--- src/include/aabf_pkg.sv ---
// Constants, layouts and types of the aux and audio block formatter
`default_nettype none
package aabf_pkg;
    // Register map, byte addresses on the APB
    localparam logic [7:0]  ADDR_CONFIG   = 8'h00;
    localparam logic [7:0]  ADDR_STATUS   = 8'h04;
    localparam int          APB_AW        = 8;
    // Section codes carried in the block identifier
    localparam logic [2:0]  SECT_VIDEO_AUX_SECTION     = 3'h2;
    localparam logic [2:0]  SECT_AUDIO    = 3'h3;
    localparam logic [2:0]  SECT_SUBCODE  = 3'h1;
    // Pack headers
    localparam logic [7:0]  HDR_TIMECODE  = 8'h13;
    localparam logic [7:0]  HDR_USERGRP   = 8'h14;
    localparam logic [7:0]  HDR_VSOURCE   = 8'h60;
    localparam logic [7:0]  HDR_VSCTRL    = 8'h61;
    localparam logic [7:0]  BYTE_FILL     = 8'hFF;
    localparam logic [39:0] PACK_EMPTY    = 40'hFF_FFFF_FFFF;
    // Pack numbering inside one sequence
    localparam logic [5:0]  VIDEO_AUX_SECTION_LAST_IDX = 6'h2C;
    localparam logic [5:0]  VS_IDX_EVEN   = 6'h27;
    localparam logic [5:0]  VSC_IDX_EVEN  = 6'h28;
    localparam logic [5:0]  VS_IDX_ODD    = 6'h00;
    localparam logic [5:0]  VSC_IDX_ODD   = 6'h01;
    localparam int          VIDEO_AUX_SECTION_PACKS_PER_BLOCK = 15;
    localparam int          VIDEO_AUX_SECTION_RSV_BYTES       = 2;
    // Sequences per channel
    localparam logic [3:0]  SEQ_COUNT_60  = 4'hA;
    localparam logic [3:0]  SEQ_COUNT_50  = 4'hC;
    // Video signal type codes
    localparam logic [4:0]  SIGNAL_TYPE_FIELD_1080    = 5'h14;
    localparam logic [4:0]  SIGNAL_TYPE_FIELD_1035    = 5'h15;
    localparam logic [4:0]  SIGNAL_TYPE_FIELD_720     = 5'h18;
    // Source control constants
    localparam logic [1:0]  COPY_FREE     = 2'h0;
    localparam logic [2:0]  ASPECT_16_9   = 3'h2;
    // Audio section
    localparam int          AUDIO_AUX_BYTES  = 5;
    localparam int          AUDIO_DATA_BYTES = 72;
    localparam int          AUDIO_CHANNELS   = 8;
    localparam logic [15:0] SAMPLE_ERROR  = 16'h8000;
    localparam logic [15:0] SAMPLE_SUBST  = 16'h8001;
    localparam logic [6:0]  BYTES_PER_SAMPLE = 7'h02;

    typedef enum logic [1:0] {
        KIND_TIMECODE,
        KIND_USER_GROUP,
        KIND_VIDEO_AUX_SECTION,
        KIND_AUDIO_AUX
    } aabf_kind_type;

    typedef struct packed {
        logic [1:0] hr_t;
        logic [3:0] hr_u;
        logic [2:0] min_t;
        logic [3:0] min_u;
        logic [2:0] sec_t;
        logic [3:0] sec_u;
        logic [1:0] fr_t;
        logic [3:0] fr_u;
    } aabf_tc_type;

    typedef struct packed {
        logic       fs;
        logic       ff;
        logic       video_aux_section_en;
        logic       emphasis;
        logic [2:0] ug_flags;
        logic       polarity;
        logic       drop_frame;
        logic       colour_sync;
        logic       active1035;
        logic       lines720;
        logic       rate50;
    } aabf_cfg_type;

    // Delivery order 1 then 2, video aux on, emphasis off
    localparam aabf_cfg_type CFG_RESET = 13'h1C00;
endpackage
`default_nettype wire

--- src/aabf_formatter.sv ---
// Aux pack and audio sample formatter with APB configuration
//
// The register addresses and the APB interface to the registers were left to the implementer.
`default_nettype none

// How it works
// - Time code latched per frame, repeated
// - Colour-frame and drop-frame bits from config
// - Polarity and user-group flag bits placed
// - Eight user groups, even nibble upper
// - User groups latched once per frame
// - Video aux blocks carry section 010
// - Fifteen packs plus two all-ones bytes
// - Pack index 0..44 selects content
// - Source packs at 39/40 even, 0/1 odd
// - Other aux pack slots all ones
// - No aux info gives all-ones pack
// - Rate bit and signal type code
// - Reserved pack bits driven to one
// - Copy free and 16:9 aspect codes
// - Delivery flags encode unit output order
// - Change flag zero on repeated picture
// - Audio blocks carry section 011
// - Five aux bytes then 72 data bytes
// - Eight 48 kHz 16-bit channels, separate
// - Emphasis indication defaults off
// - Sample 8000 hex becomes 8001 hex
// - Audio frame starts at line one
module aabf_formatter
    import aabf_pkg::*;
#(
    parameter int CHANNELS = AUDIO_CHANNELS
) (
    input  wire logic              clk_sys_in,
    input  wire logic              rst_n_in,
    // APB slave
    input  wire logic              psel_in,
    input  wire logic              penable_in,
    input  wire logic              pwrite_in,
    input  wire logic [APB_AW-1:0] paddr_in,
    input  wire logic [31:0]       pwdata_in,
    output logic                   pready_out,
    output logic                   pslverr_out,
    output logic      [31:0]       prdata_out,
    // Frame timing and per-frame content
    input  wire logic              frame_start_in,
    input  wire aabf_tc_type       timecode_in,
    input  wire logic [31:0]       user_groups_in,
    input  wire logic              picture_repeat_in,
    input  wire logic              line1_start_in,
    // Pack requests
    input  wire logic              pack_req_in,
    input  wire aabf_kind_type     pack_kind_in,
    input  wire logic [5:0]        pack_index_in,
    input  wire logic [3:0]        seq_num_in,
    output logic                   pack_valid_out,
    output logic      [39:0]       pack_data_out,
    output logic      [2:0]        pack_section_out,
    // Audio samples
    input  wire logic              sample_valid_in,
    input  wire logic [2:0]        sample_chan_in,
    input  wire logic [15:0]       sample_in,
    output logic                   audio_valid_out,
    output logic      [2:0]        audio_chan_out,
    output logic      [15:0]       audio_data_out,
    output logic                   audio_first_out,
    output logic                   audio_block_end_out,
    output logic      [2:0]        audio_section_out,
    output logic                   emphasis_out
);

    // Channel count is fixed by the section layout
    if (CHANNELS != AUDIO_CHANNELS) begin : g_chk
        $error("aabf_formatter: CHANNELS must be 8");
    end

    typedef struct packed {
        aabf_cfg_type    cfg;
        aabf_tc_type     tc_lat;
        logic [31:0]     ug_lat;
        logic            fc_lat;
        logic            pack_valid;
        logic [39:0]     pack_data;
        logic [2:0]      section;
        logic            audio_valid;
        logic [2:0]      audio_chan;
        logic [15:0]     audio_data;
        logic            audio_first;
        logic            block_end;
        logic [7:0][6:0] byte_cnt;
        logic [7:0]      line1_pend;
        logic [15:0]     subst_cnt;
        logic [15:0]     frame_cnt;
        logic [31:0]     prdata;
    } aabf_state_type;

    aabf_state_type st_r;
    aabf_state_type st_nxt;
    logic           rst_meta_r;
    logic           rst_sync_r;

    // Reset release through two flops; assert stays asynchronous
    always_ff @(posedge clk_sys_in or negedge rst_n_in) begin
        if (!rst_n_in) begin
            rst_meta_r <= 1'b0;
            rst_sync_r <= 1'b0;
        end else begin
            rst_meta_r <= 1'b1;
            rst_sync_r <= rst_meta_r;
        end
    end

    // Register bus decode
    logic apb_setup;
    logic apb_access;
    logic apb_mapped;
    assign apb_setup  = psel_in && !penable_in;
    assign apb_access = psel_in && penable_in;
    assign apb_mapped = (paddr_in == ADDR_CONFIG) ||
                        (paddr_in == ADDR_STATUS);
    // Zero wait states; read data is captured in the setup cycle
    assign pready_out  = 1'b1;
    assign pslverr_out = apb_access && !apb_mapped;

    // All next-state logic
    always_comb begin
        logic [39:0] pk;
        logic [4:0]  signal_type_field;
        logic [3:0]  seq_count;
        logic        seq_ok;
        logic        odd_seq;
        logic [5:0]  vs_idx;
        logic [5:0]  vsc_idx;
        logic [6:0]  cnt;
        pk        = PACK_EMPTY;
        signal_type_field     = SIGNAL_TYPE_FIELD_1080;
        seq_count = SEQ_COUNT_60;
        seq_ok    = 1'b0;
        odd_seq   = 1'b0;
        vs_idx    = VS_IDX_EVEN;
        vsc_idx   = VSC_IDX_EVEN;
        cnt       = 7'h00;
        st_nxt    = st_r;
        st_nxt.pack_valid  = 1'b0;
        st_nxt.audio_valid = 1'b0;
        st_nxt.audio_first = 1'b0;
        st_nxt.block_end   = 1'b0;

        // Per-frame capture keeps every pack in a frame identical
        if (frame_start_in) begin
            st_nxt.tc_lat    = timecode_in;
            st_nxt.ug_lat    = user_groups_in;
            st_nxt.fc_lat    = !picture_repeat_in;
            st_nxt.frame_cnt = st_r.frame_cnt + 16'h0001;
        end

        // Register writes are captured in the access cycle and apply from the next cycle
        if (apb_access && pwrite_in && paddr_in == ADDR_CONFIG) begin
            st_nxt.cfg = aabf_cfg_type'(pwdata_in[12:0]);
        end
        // Read data prepared in setup so it stands for the access
        if (apb_setup) begin
            case (paddr_in)
                ADDR_CONFIG: st_nxt.prdata = {19'h0, st_r.cfg};
                ADDR_STATUS: st_nxt.prdata = {st_r.frame_cnt,
                                              st_r.subst_cnt};
                default:     st_nxt.prdata = 32'h0000_0000;
            endcase
        end

        // Format selection
        seq_count = st_r.cfg.rate50 ? SEQ_COUNT_50 : SEQ_COUNT_60;
        if (st_r.cfg.lines720) begin
            signal_type_field = SIGNAL_TYPE_FIELD_720;
        end else if (st_r.cfg.active1035 && !st_r.cfg.rate50) begin
            signal_type_field = SIGNAL_TYPE_FIELD_1035;
        end else begin
            signal_type_field = SIGNAL_TYPE_FIELD_1080;
        end
        seq_ok  = seq_num_in < seq_count;
        odd_seq = seq_num_in[0];
        vs_idx  = odd_seq ? VS_IDX_ODD : VS_IDX_EVEN;
        vsc_idx = odd_seq ? VSC_IDX_ODD : VSC_IDX_EVEN;

        // Pack assembly; anything unassigned stays all ones
        case (pack_kind_in)
            KIND_TIMECODE: begin
                pk = {HDR_TIMECODE,
                      st_r.cfg.colour_sync, st_r.cfg.drop_frame,
                      st_r.tc_lat.fr_t, st_r.tc_lat.fr_u,
                      st_r.cfg.polarity,
                      st_r.tc_lat.sec_t, st_r.tc_lat.sec_u,
                      st_r.cfg.ug_flags[0],
                      st_r.tc_lat.min_t, st_r.tc_lat.min_u,
                      st_r.cfg.ug_flags[2], st_r.cfg.ug_flags[1],
                      st_r.tc_lat.hr_t, st_r.tc_lat.hr_u};
                st_nxt.section = SECT_SUBCODE;
            end
            KIND_USER_GROUP: begin
                // Group k sits in bits 4k-1..4k-4; byte one holds 2 and 1
                pk = {HDR_USERGRP, st_r.ug_lat[7:0], st_r.ug_lat[15:8],
                      st_r.ug_lat[23:16], st_r.ug_lat[31:24]};
                st_nxt.section = SECT_SUBCODE;
            end
            KIND_VIDEO_AUX_SECTION: begin
                st_nxt.section = SECT_VIDEO_AUX_SECTION;
                // Index above the last pack is a block's filler byte slot
                if (!st_r.cfg.video_aux_section_en || !seq_ok ||
                    pack_index_in > VIDEO_AUX_SECTION_LAST_IDX) begin
                    pk = PACK_EMPTY;
                end else if (pack_index_in == vs_idx) begin
                    pk = {HDR_VSOURCE, BYTE_FILL, BYTE_FILL,
                          2'b11, st_r.cfg.rate50, signal_type_field,
                          8'h7F};
                end else if (pack_index_in == vsc_idx) begin
                    pk = {HDR_VSCTRL,
                          COPY_FREE, 6'h3F,
                          2'b11, 2'b00, 1'b1, ASPECT_16_9,
                          st_r.cfg.ff, st_r.cfg.fs,
                          st_r.fc_lat, 5'h1C,
                          BYTE_FILL};
                end else begin
                    pk = PACK_EMPTY;
                end
            end
            KIND_AUDIO_AUX: begin
                // Aux pack contents belong to another block
                pk = PACK_EMPTY;
                st_nxt.section = SECT_AUDIO;
            end
            default: begin
                pk = PACK_EMPTY;
            end
        endcase
        if (pack_req_in) begin
            st_nxt.pack_valid = 1'b1;
            st_nxt.pack_data  = pk;
        end else begin
            st_nxt.section = st_r.section;
        end

        // Line one arms every channel; a sample arriving with it wins
        if (line1_start_in) begin
            st_nxt.line1_pend = 8'hFF;
        end
        if (sample_valid_in) begin
            st_nxt.audio_valid = 1'b1;
            st_nxt.audio_chan  = sample_chan_in;
            if (sample_in == SAMPLE_ERROR) begin
                st_nxt.audio_data = SAMPLE_SUBST;
                st_nxt.subst_cnt  = st_r.subst_cnt + 16'h0001;
            end else begin
                st_nxt.audio_data = sample_in;
            end
            if (line1_start_in || st_r.line1_pend[sample_chan_in]) begin
                st_nxt.audio_first = 1'b1;
                st_nxt.line1_pend[sample_chan_in] = 1'b0;
            end
            // Each channel counts its own block bytes
            cnt = st_r.byte_cnt[sample_chan_in] + BYTES_PER_SAMPLE;
            if (cnt >= 7'(AUDIO_DATA_BYTES)) begin
                st_nxt.block_end = 1'b1;
                st_nxt.byte_cnt[sample_chan_in] = 7'h00;
            end else begin
                st_nxt.byte_cnt[sample_chan_in] = cnt;
            end
        end
    end

    // State register
    always_ff @(posedge clk_sys_in or negedge rst_sync_r) begin
        if (!rst_sync_r) begin
            st_r         <= '0;
            st_r.cfg     <= CFG_RESET;
            st_r.fc_lat  <= 1'b1;
            st_r.section <= SECT_SUBCODE;
        end else begin
            st_r <= st_nxt;
        end
    end

    // Outputs straight from state, audio section code excepted
    assign prdata_out          = st_r.prdata;
    assign pack_valid_out      = st_r.pack_valid;
    assign pack_data_out       = st_r.pack_data;
    assign pack_section_out    = st_r.section;
    assign audio_valid_out     = st_r.audio_valid;
    assign audio_chan_out      = st_r.audio_chan;
    assign audio_data_out      = st_r.audio_data;
    assign audio_first_out     = st_r.audio_first;
    assign audio_block_end_out = st_r.block_end;
    assign audio_section_out   = SECT_AUDIO;
    assign emphasis_out        = st_r.cfg.emphasis;

    logic [1:0] seq_ok_h;
    assign seq_ok_h = {seq_num_in[0], 1'b0};
endmodule
`default_nettype wire

--- config.mk ---
export PLATFORM = sky130hd
export DESIGN_NAME = aabf_formatter
export DESIGN_NICKNAME = d
export VERILOG_FILES = /design/src/include/aabf_pkg.sv /design/src/aabf_formatter.sv
export SDC_FILE = /design/constraint.sdc
export NUM_CORES = 1
export LEC_CHECK = 0
export ABC_AREA = 1
export BUFFER_PORTS_ARGS = -buffer_cell sky130_fd_sc_hd__buf_2
export CAP_MARGIN = 25
export CORE_MARGIN = 2
export CORE_UTILIZATION = 55
export DETAILED_ROUTE_END_ITERATION = 8
export GPL_ROUTABILITY_DRIVEN = 1
export HOLD_SLACK_MARGIN = 0.02
export PLACE_DENSITY_LB_ADDON = 0.05
export SLEW_MARGIN = 15
export SYNTH_ARGS = -nofsm -noshare
export SYNTH_HDL_FRONTEND = slang
export SYNTH_SLANG_ARGS = --single-unit
--- constraint.sdc ---
create_clock -name clk_sys_in -period 11 [get_ports clk_sys_in]
set_input_delay 1.1 -clock clk_sys_in [delete_from_list [all_inputs] [get_ports clk_sys_in]]
set_output_delay 1.1 -clock clk_sys_in [all_outputs]
set_load 0.02 [all_outputs]
Word-level counts from Yosys, hierarchy flattened
Cells that the tools add are included.
{ "op_classes": {"muxes": 29, "magnitude_cmp": 5, "addsub": 3, "eq_ne": 7, "n_bitwise": 4, "n_reduce_logical": 21} }
{ "op_table": {"columns": ["cell", "count"], "rows": [
  ["case mux 40 bit (4 select lines)", 1],
  ["2-to-1 mux 40 bit", 3],
  ["2-to-1 mux 102 bit", 1],
  ["case mux 32 bit (2 select lines)", 1],
  ["AND 56 bit", 1],
  ["bitwise mux 56 bit", 1],
  ["2-to-1 mux 56 bit", 1],
  ["NOT 56 bit", 1],
  ["2-to-1 mux 41 bit", 1],
  ["adder 16 x 1 -> 16 bit, second input constant", 2],
  ["2-to-1 mux 16 bit", 2],
  ["binary-select mux 7 bit (select 3 bit)", 1],
  ["demux 7 bit (select 3 bit)", 1],
  ["== test 16 bit, second input constant", 1],
  ["2-to-1 mux 8 bit", 2],
  ["2-to-1 mux 7 bit", 2],
  ["== test 6 bit", 2],
  ["2-to-1 mux 6 bit", 2],
  ["case mux 3 bit (3 select lines)", 1],
  ["AND 8 bit", 1],
  ["== test 8 x 3 -> 1 bit, second input constant", 1],
  ["zero test 8 bit", 1],
  ["NOT 8 bit", 1],
  ["adder 7 x 2 -> 7 bit, second input constant", 1],
  ["18 further kinds", 37]
]} }
{ "totals": {"wordCells": 112, "input_bits": 139, "ff_bits": 268} }

Depth between registers and ports, before layout
{ "logic_depth": {"ltp_word": 8, "mapped_depth": 16, "depth_no_buf": 15} }

Worst setup path before layout
No wires, ideal clock.
{ "synth_path": {"path_type": "input to output", "startpoint": "input port psel_in", "endpoint": "output port pslverr_out", "arrival_time_ns": 2.047, "setup_slack_ns": 7.853, "required_ns": 9.900, "stages": 4, "path_buffers": 2, "path_cell_list": "clkbuf_1 -> clkbuf_1 -> nand2_1 -> a21oi_1"} }
{ "synth_between": {"elab_chain_cells": 2} }
{ "synth_lines": {"columns": ["element", "line", "text"], "rows": [
  ["start, declared", "aabf_formatter.sv:37", "input wire logic psel_in,"],
  ["logical AND 1 bit", "aabf_formatter.sv:118", "assign apb_access = psel_in && penable_in;"],
  ["logical AND 1 bit", "aabf_formatter.sv:123", "assign pslverr_out = apb_access && !apb_mapped;"],
  ["end, declared", "aabf_formatter.sv:43", "output logic pslverr_out,"]
]} }
No other way between the ends.

Worst setup path in the final report
{ "layout_path": {"startpoint": "input port paddr_in[5]", "endpoint": "register st_r (netlist bit emphasis_out)"} }
{ "layout_between": {"elab_chain_cells": 2} }
{ "layout_lines": {"columns": ["element", "line", "text"], "rows": [
  ["start, declared", "aabf_formatter.sv:40", "input wire logic [APB_AW-1:0] paddr_in,"],
  ["zero test 8 bit", "aabf_formatter.sv:158", "if (apb_access && pwrite_in && paddr_in == ADDR_CONFIG) begin"],
  ["logical AND 1 bit", "aabf_formatter.sv:158", null],
  ["end signal, assigned", "aabf_formatter.sv:278", "st_r <= st_nxt;"],
  ["end, declared", "aabf_formatter.sv:97", "aabf_state_type st_r;"]
]} }
No other way between the ends.
A chain may end at the register's enable or synchronous reset.

==> flow_summary.ini <==
[cts]
postCtsSetupBuffers = 0
clk_latency_ns = 0.54
htreeDepth = 1
post_cts_resized = 0
clk_pin_slew_ns = 0.06
cts_made_buffers = 28
cts_tree = done
clkSinkCount = 257
cts_buffer_depth = 3
cts_root_buf = clkbuf_16
cts-hold-fix-buffers = 0

[place]
place.port_buffers = 218
dpl.hpwl_mm = 19.5
place_area_um2 = 12800
place_congestion = 0.851

[detailed_routing]
wire_per_inst_um = 15.7
route.final.wire_length_mm = 28.6
drt_iter0_drc = 659
drtAntennaViolNets = 0
via_per_inst = 5.18
drt_pre_antenna_iters = 5
drc = 0
vias = 9464

[power_and_ir_drop]
vdd_drop_max_mv = 0.108
p_comb_share_pct = 16.6
p_clk_share_pct = 37.4
power_switching_mw = 0.701
pwr-share-seq_pct = 46.0
p_sw_share_pct = 28.6
power_density_nw_per_um2 = 178
p_int_mw = 1.75
p_leak_nw = 7.21

[final_layout]
fin_area_um2 = 13700
finish.net_count = 1664
drive_gt1_share_pct = 21.4
area_delta_synth_final_pct = 12.5

[synthesis]
yosysMostFrequentCell = nand2_1
synth_area_um2 = 12200
syn_inst = 1416
async_flop_share_pct = 100
yosysSeqAreaShare_pct = 52.7
postSynthAreaPerCell_um2 = 8.62
synth-edff-count = 0
ys_warn_count = 0
synth_commonest_cells = nand2_1, dfrtp_1, buf_4, inv_1, nor2_1
synth_top_area_cell = dfrtp_1
ys_ff_latch = 257
synth_ff_type = dfrtp_1
ys_types = 49
yosys.area.top_type_share_pct = 51.6
synth_area_leaders = dfrtp_1, nand2_1, buf_4

[floorplan]
io_pins = 243
core_um2 = 21800
rows = 54
initial_core_util_pct = 56.0
dieHeight_um = 153
die_w_um = 153
die_area_um2 = 23400

[timing]
slew_headroom_pct = 34.4
rsz0062_at_grt = no
fin_crit_ns = 3.43
slew_viol_final = 0
finalClockSkew_ns = 0.0137
finalSetupViolations = 0
tns_ns = 0
finalHoldViolCount = 0
timing.fmax_ghz = 0.292
min_period_over_period_pct = 31.2
worst_pin_slew_ns = 0.984

[grt]
grt_pass1_wl_mm = 47.0
overflow = 0
grt_pass1_vias = 9053
grt_max_degree = 77
grt_usage_pct = 24.4
antenna_found_initial = 7

[outcome]
status = completed

[worst_setup_path]
critPathMaxFanout = 14
reg2regPathDepth = 8
cpPeakStageDelay_ns = 0.75
r2r-start = st_r[253]
start_kind = input port
reg2reg_to = pack_data_out[31]
crit_type = input port to flop
rrSetupSlack_ns = 8.54
cp-end-kind = flop
crit_required_ns = 11.42
crit_chain = buf_2 -> nor4_4 -> nand3_1 -> inv_1 -> nand4_1 -> mux2_2
crit_slowest_cell = nand4_1
critPathArrivalTime_ns = 3.85
startpoint = paddr_in[5]
critPathCapture = emphasis_out

[min_path]
hold_class = flop to async pin

[flow_run]
drv_cap = 0
-- power by group through the flow --
stage | sequential, mW | combinational (mW) | clock (mW)
floorplan | 1.14 | 0.323 | 0
global placement | 1.14 | 0.401 | 0
detailed placement | 1.14 | 0.410 | 0
CTS | 1.13 | 0.412 | 0.936
global route | 1.14 | 0.463 | 0.981
finish | 1.13 | 0.408 | 0.916
-- cells by family after synthesis --
kind of cell	count (synthesis)	synth area share [%]
flops	257	52.7
xor+xnor	27	1.94
simple gates	650	22.2
compound gates	188	9.18
mux	23	2.04
fa+ha+maj	4	0.410
buf+inv	265	11.4
other cells	2	0.0615
-- cells in the final DEF, fill, tap and decap left out, types with 9 or more instances in the layout --
cell type	n
nand4_1	9
clkbuf_16	28
nand3_1	50
o21ai_1	26
o21ai_0	44
a21oi_1	60
mux2_2	15
dfrtp_1	251
buf_2	218
o221ai_1	19
nand2_1	476
inv_1	98
o31ai_1	17
nor2_1	72
xor2_1	24
clkbuf_8	12
-- worst min path at each step --
stage,start,endpoint,slack (ns),cells past startpoint
after global placement,rst_meta_r,rst_sync_r,0.34,0
final,rst_sync_r,pack_data_out[0],0.32,0
after detailed placement,rst_meta_r,rst_sync_r,0.34,0
after global routing,rst_n_in,rst_sync_r,0.33,1
after floorplan,rst_meta_r,rst_sync_r,0.33,0
after CTS,rst_n_in,rst_sync_r,0.32,1
-- final cells by class --
type / count / area (um^2)
fill: 1937 / 8090
tap: 280 / 350
multi-input combinational: 898 / 4390
sequential: 257 / 6440
clock buffer: 46 / 888
clock inverter: 5 / 38.8
timing repair buffer: 228 / 1210
antenna: 5 / 12.5
inverter: 108 / 405
-- critical path, delay by kind of cell --
family        cells  cell delay, ns
buf+inv           2            0.50
simple gates      3            1.70
mux               1            0.54
-- stage by stage --
step | power (mW) | std cells | setup slack (ns) | hold slack [ns] | utilization, %
after detailed placement | 1.55 | 1770 | 7.03 | 0.337 | 58.5
after CTS | 2.47 | 1821 | 7.57 | 0.325 | 62.8
final | 2.45 | 1827 | 7.57 | 0.322 | 62.9
after global placement | 1.54 | 1768 | 7.01 | 0.336 | 58.3
after floorplan | 1.46 | 1420 | 3.32 | 0.331 | -
after global routing | 2.59 | 1824 | 7.25 | 0.325 | 62.9
-- routing by layer --
layer | share of wire (%) | GRT usage, %
met4 | 1.9 | 5.73
met1 | 46 | 35.9
met5 | 0.14 | 0
met3 | 8.3 | 6.18
met2 | 44 | 36.8
Note: power is estimated with default switching activity, not from simulation.
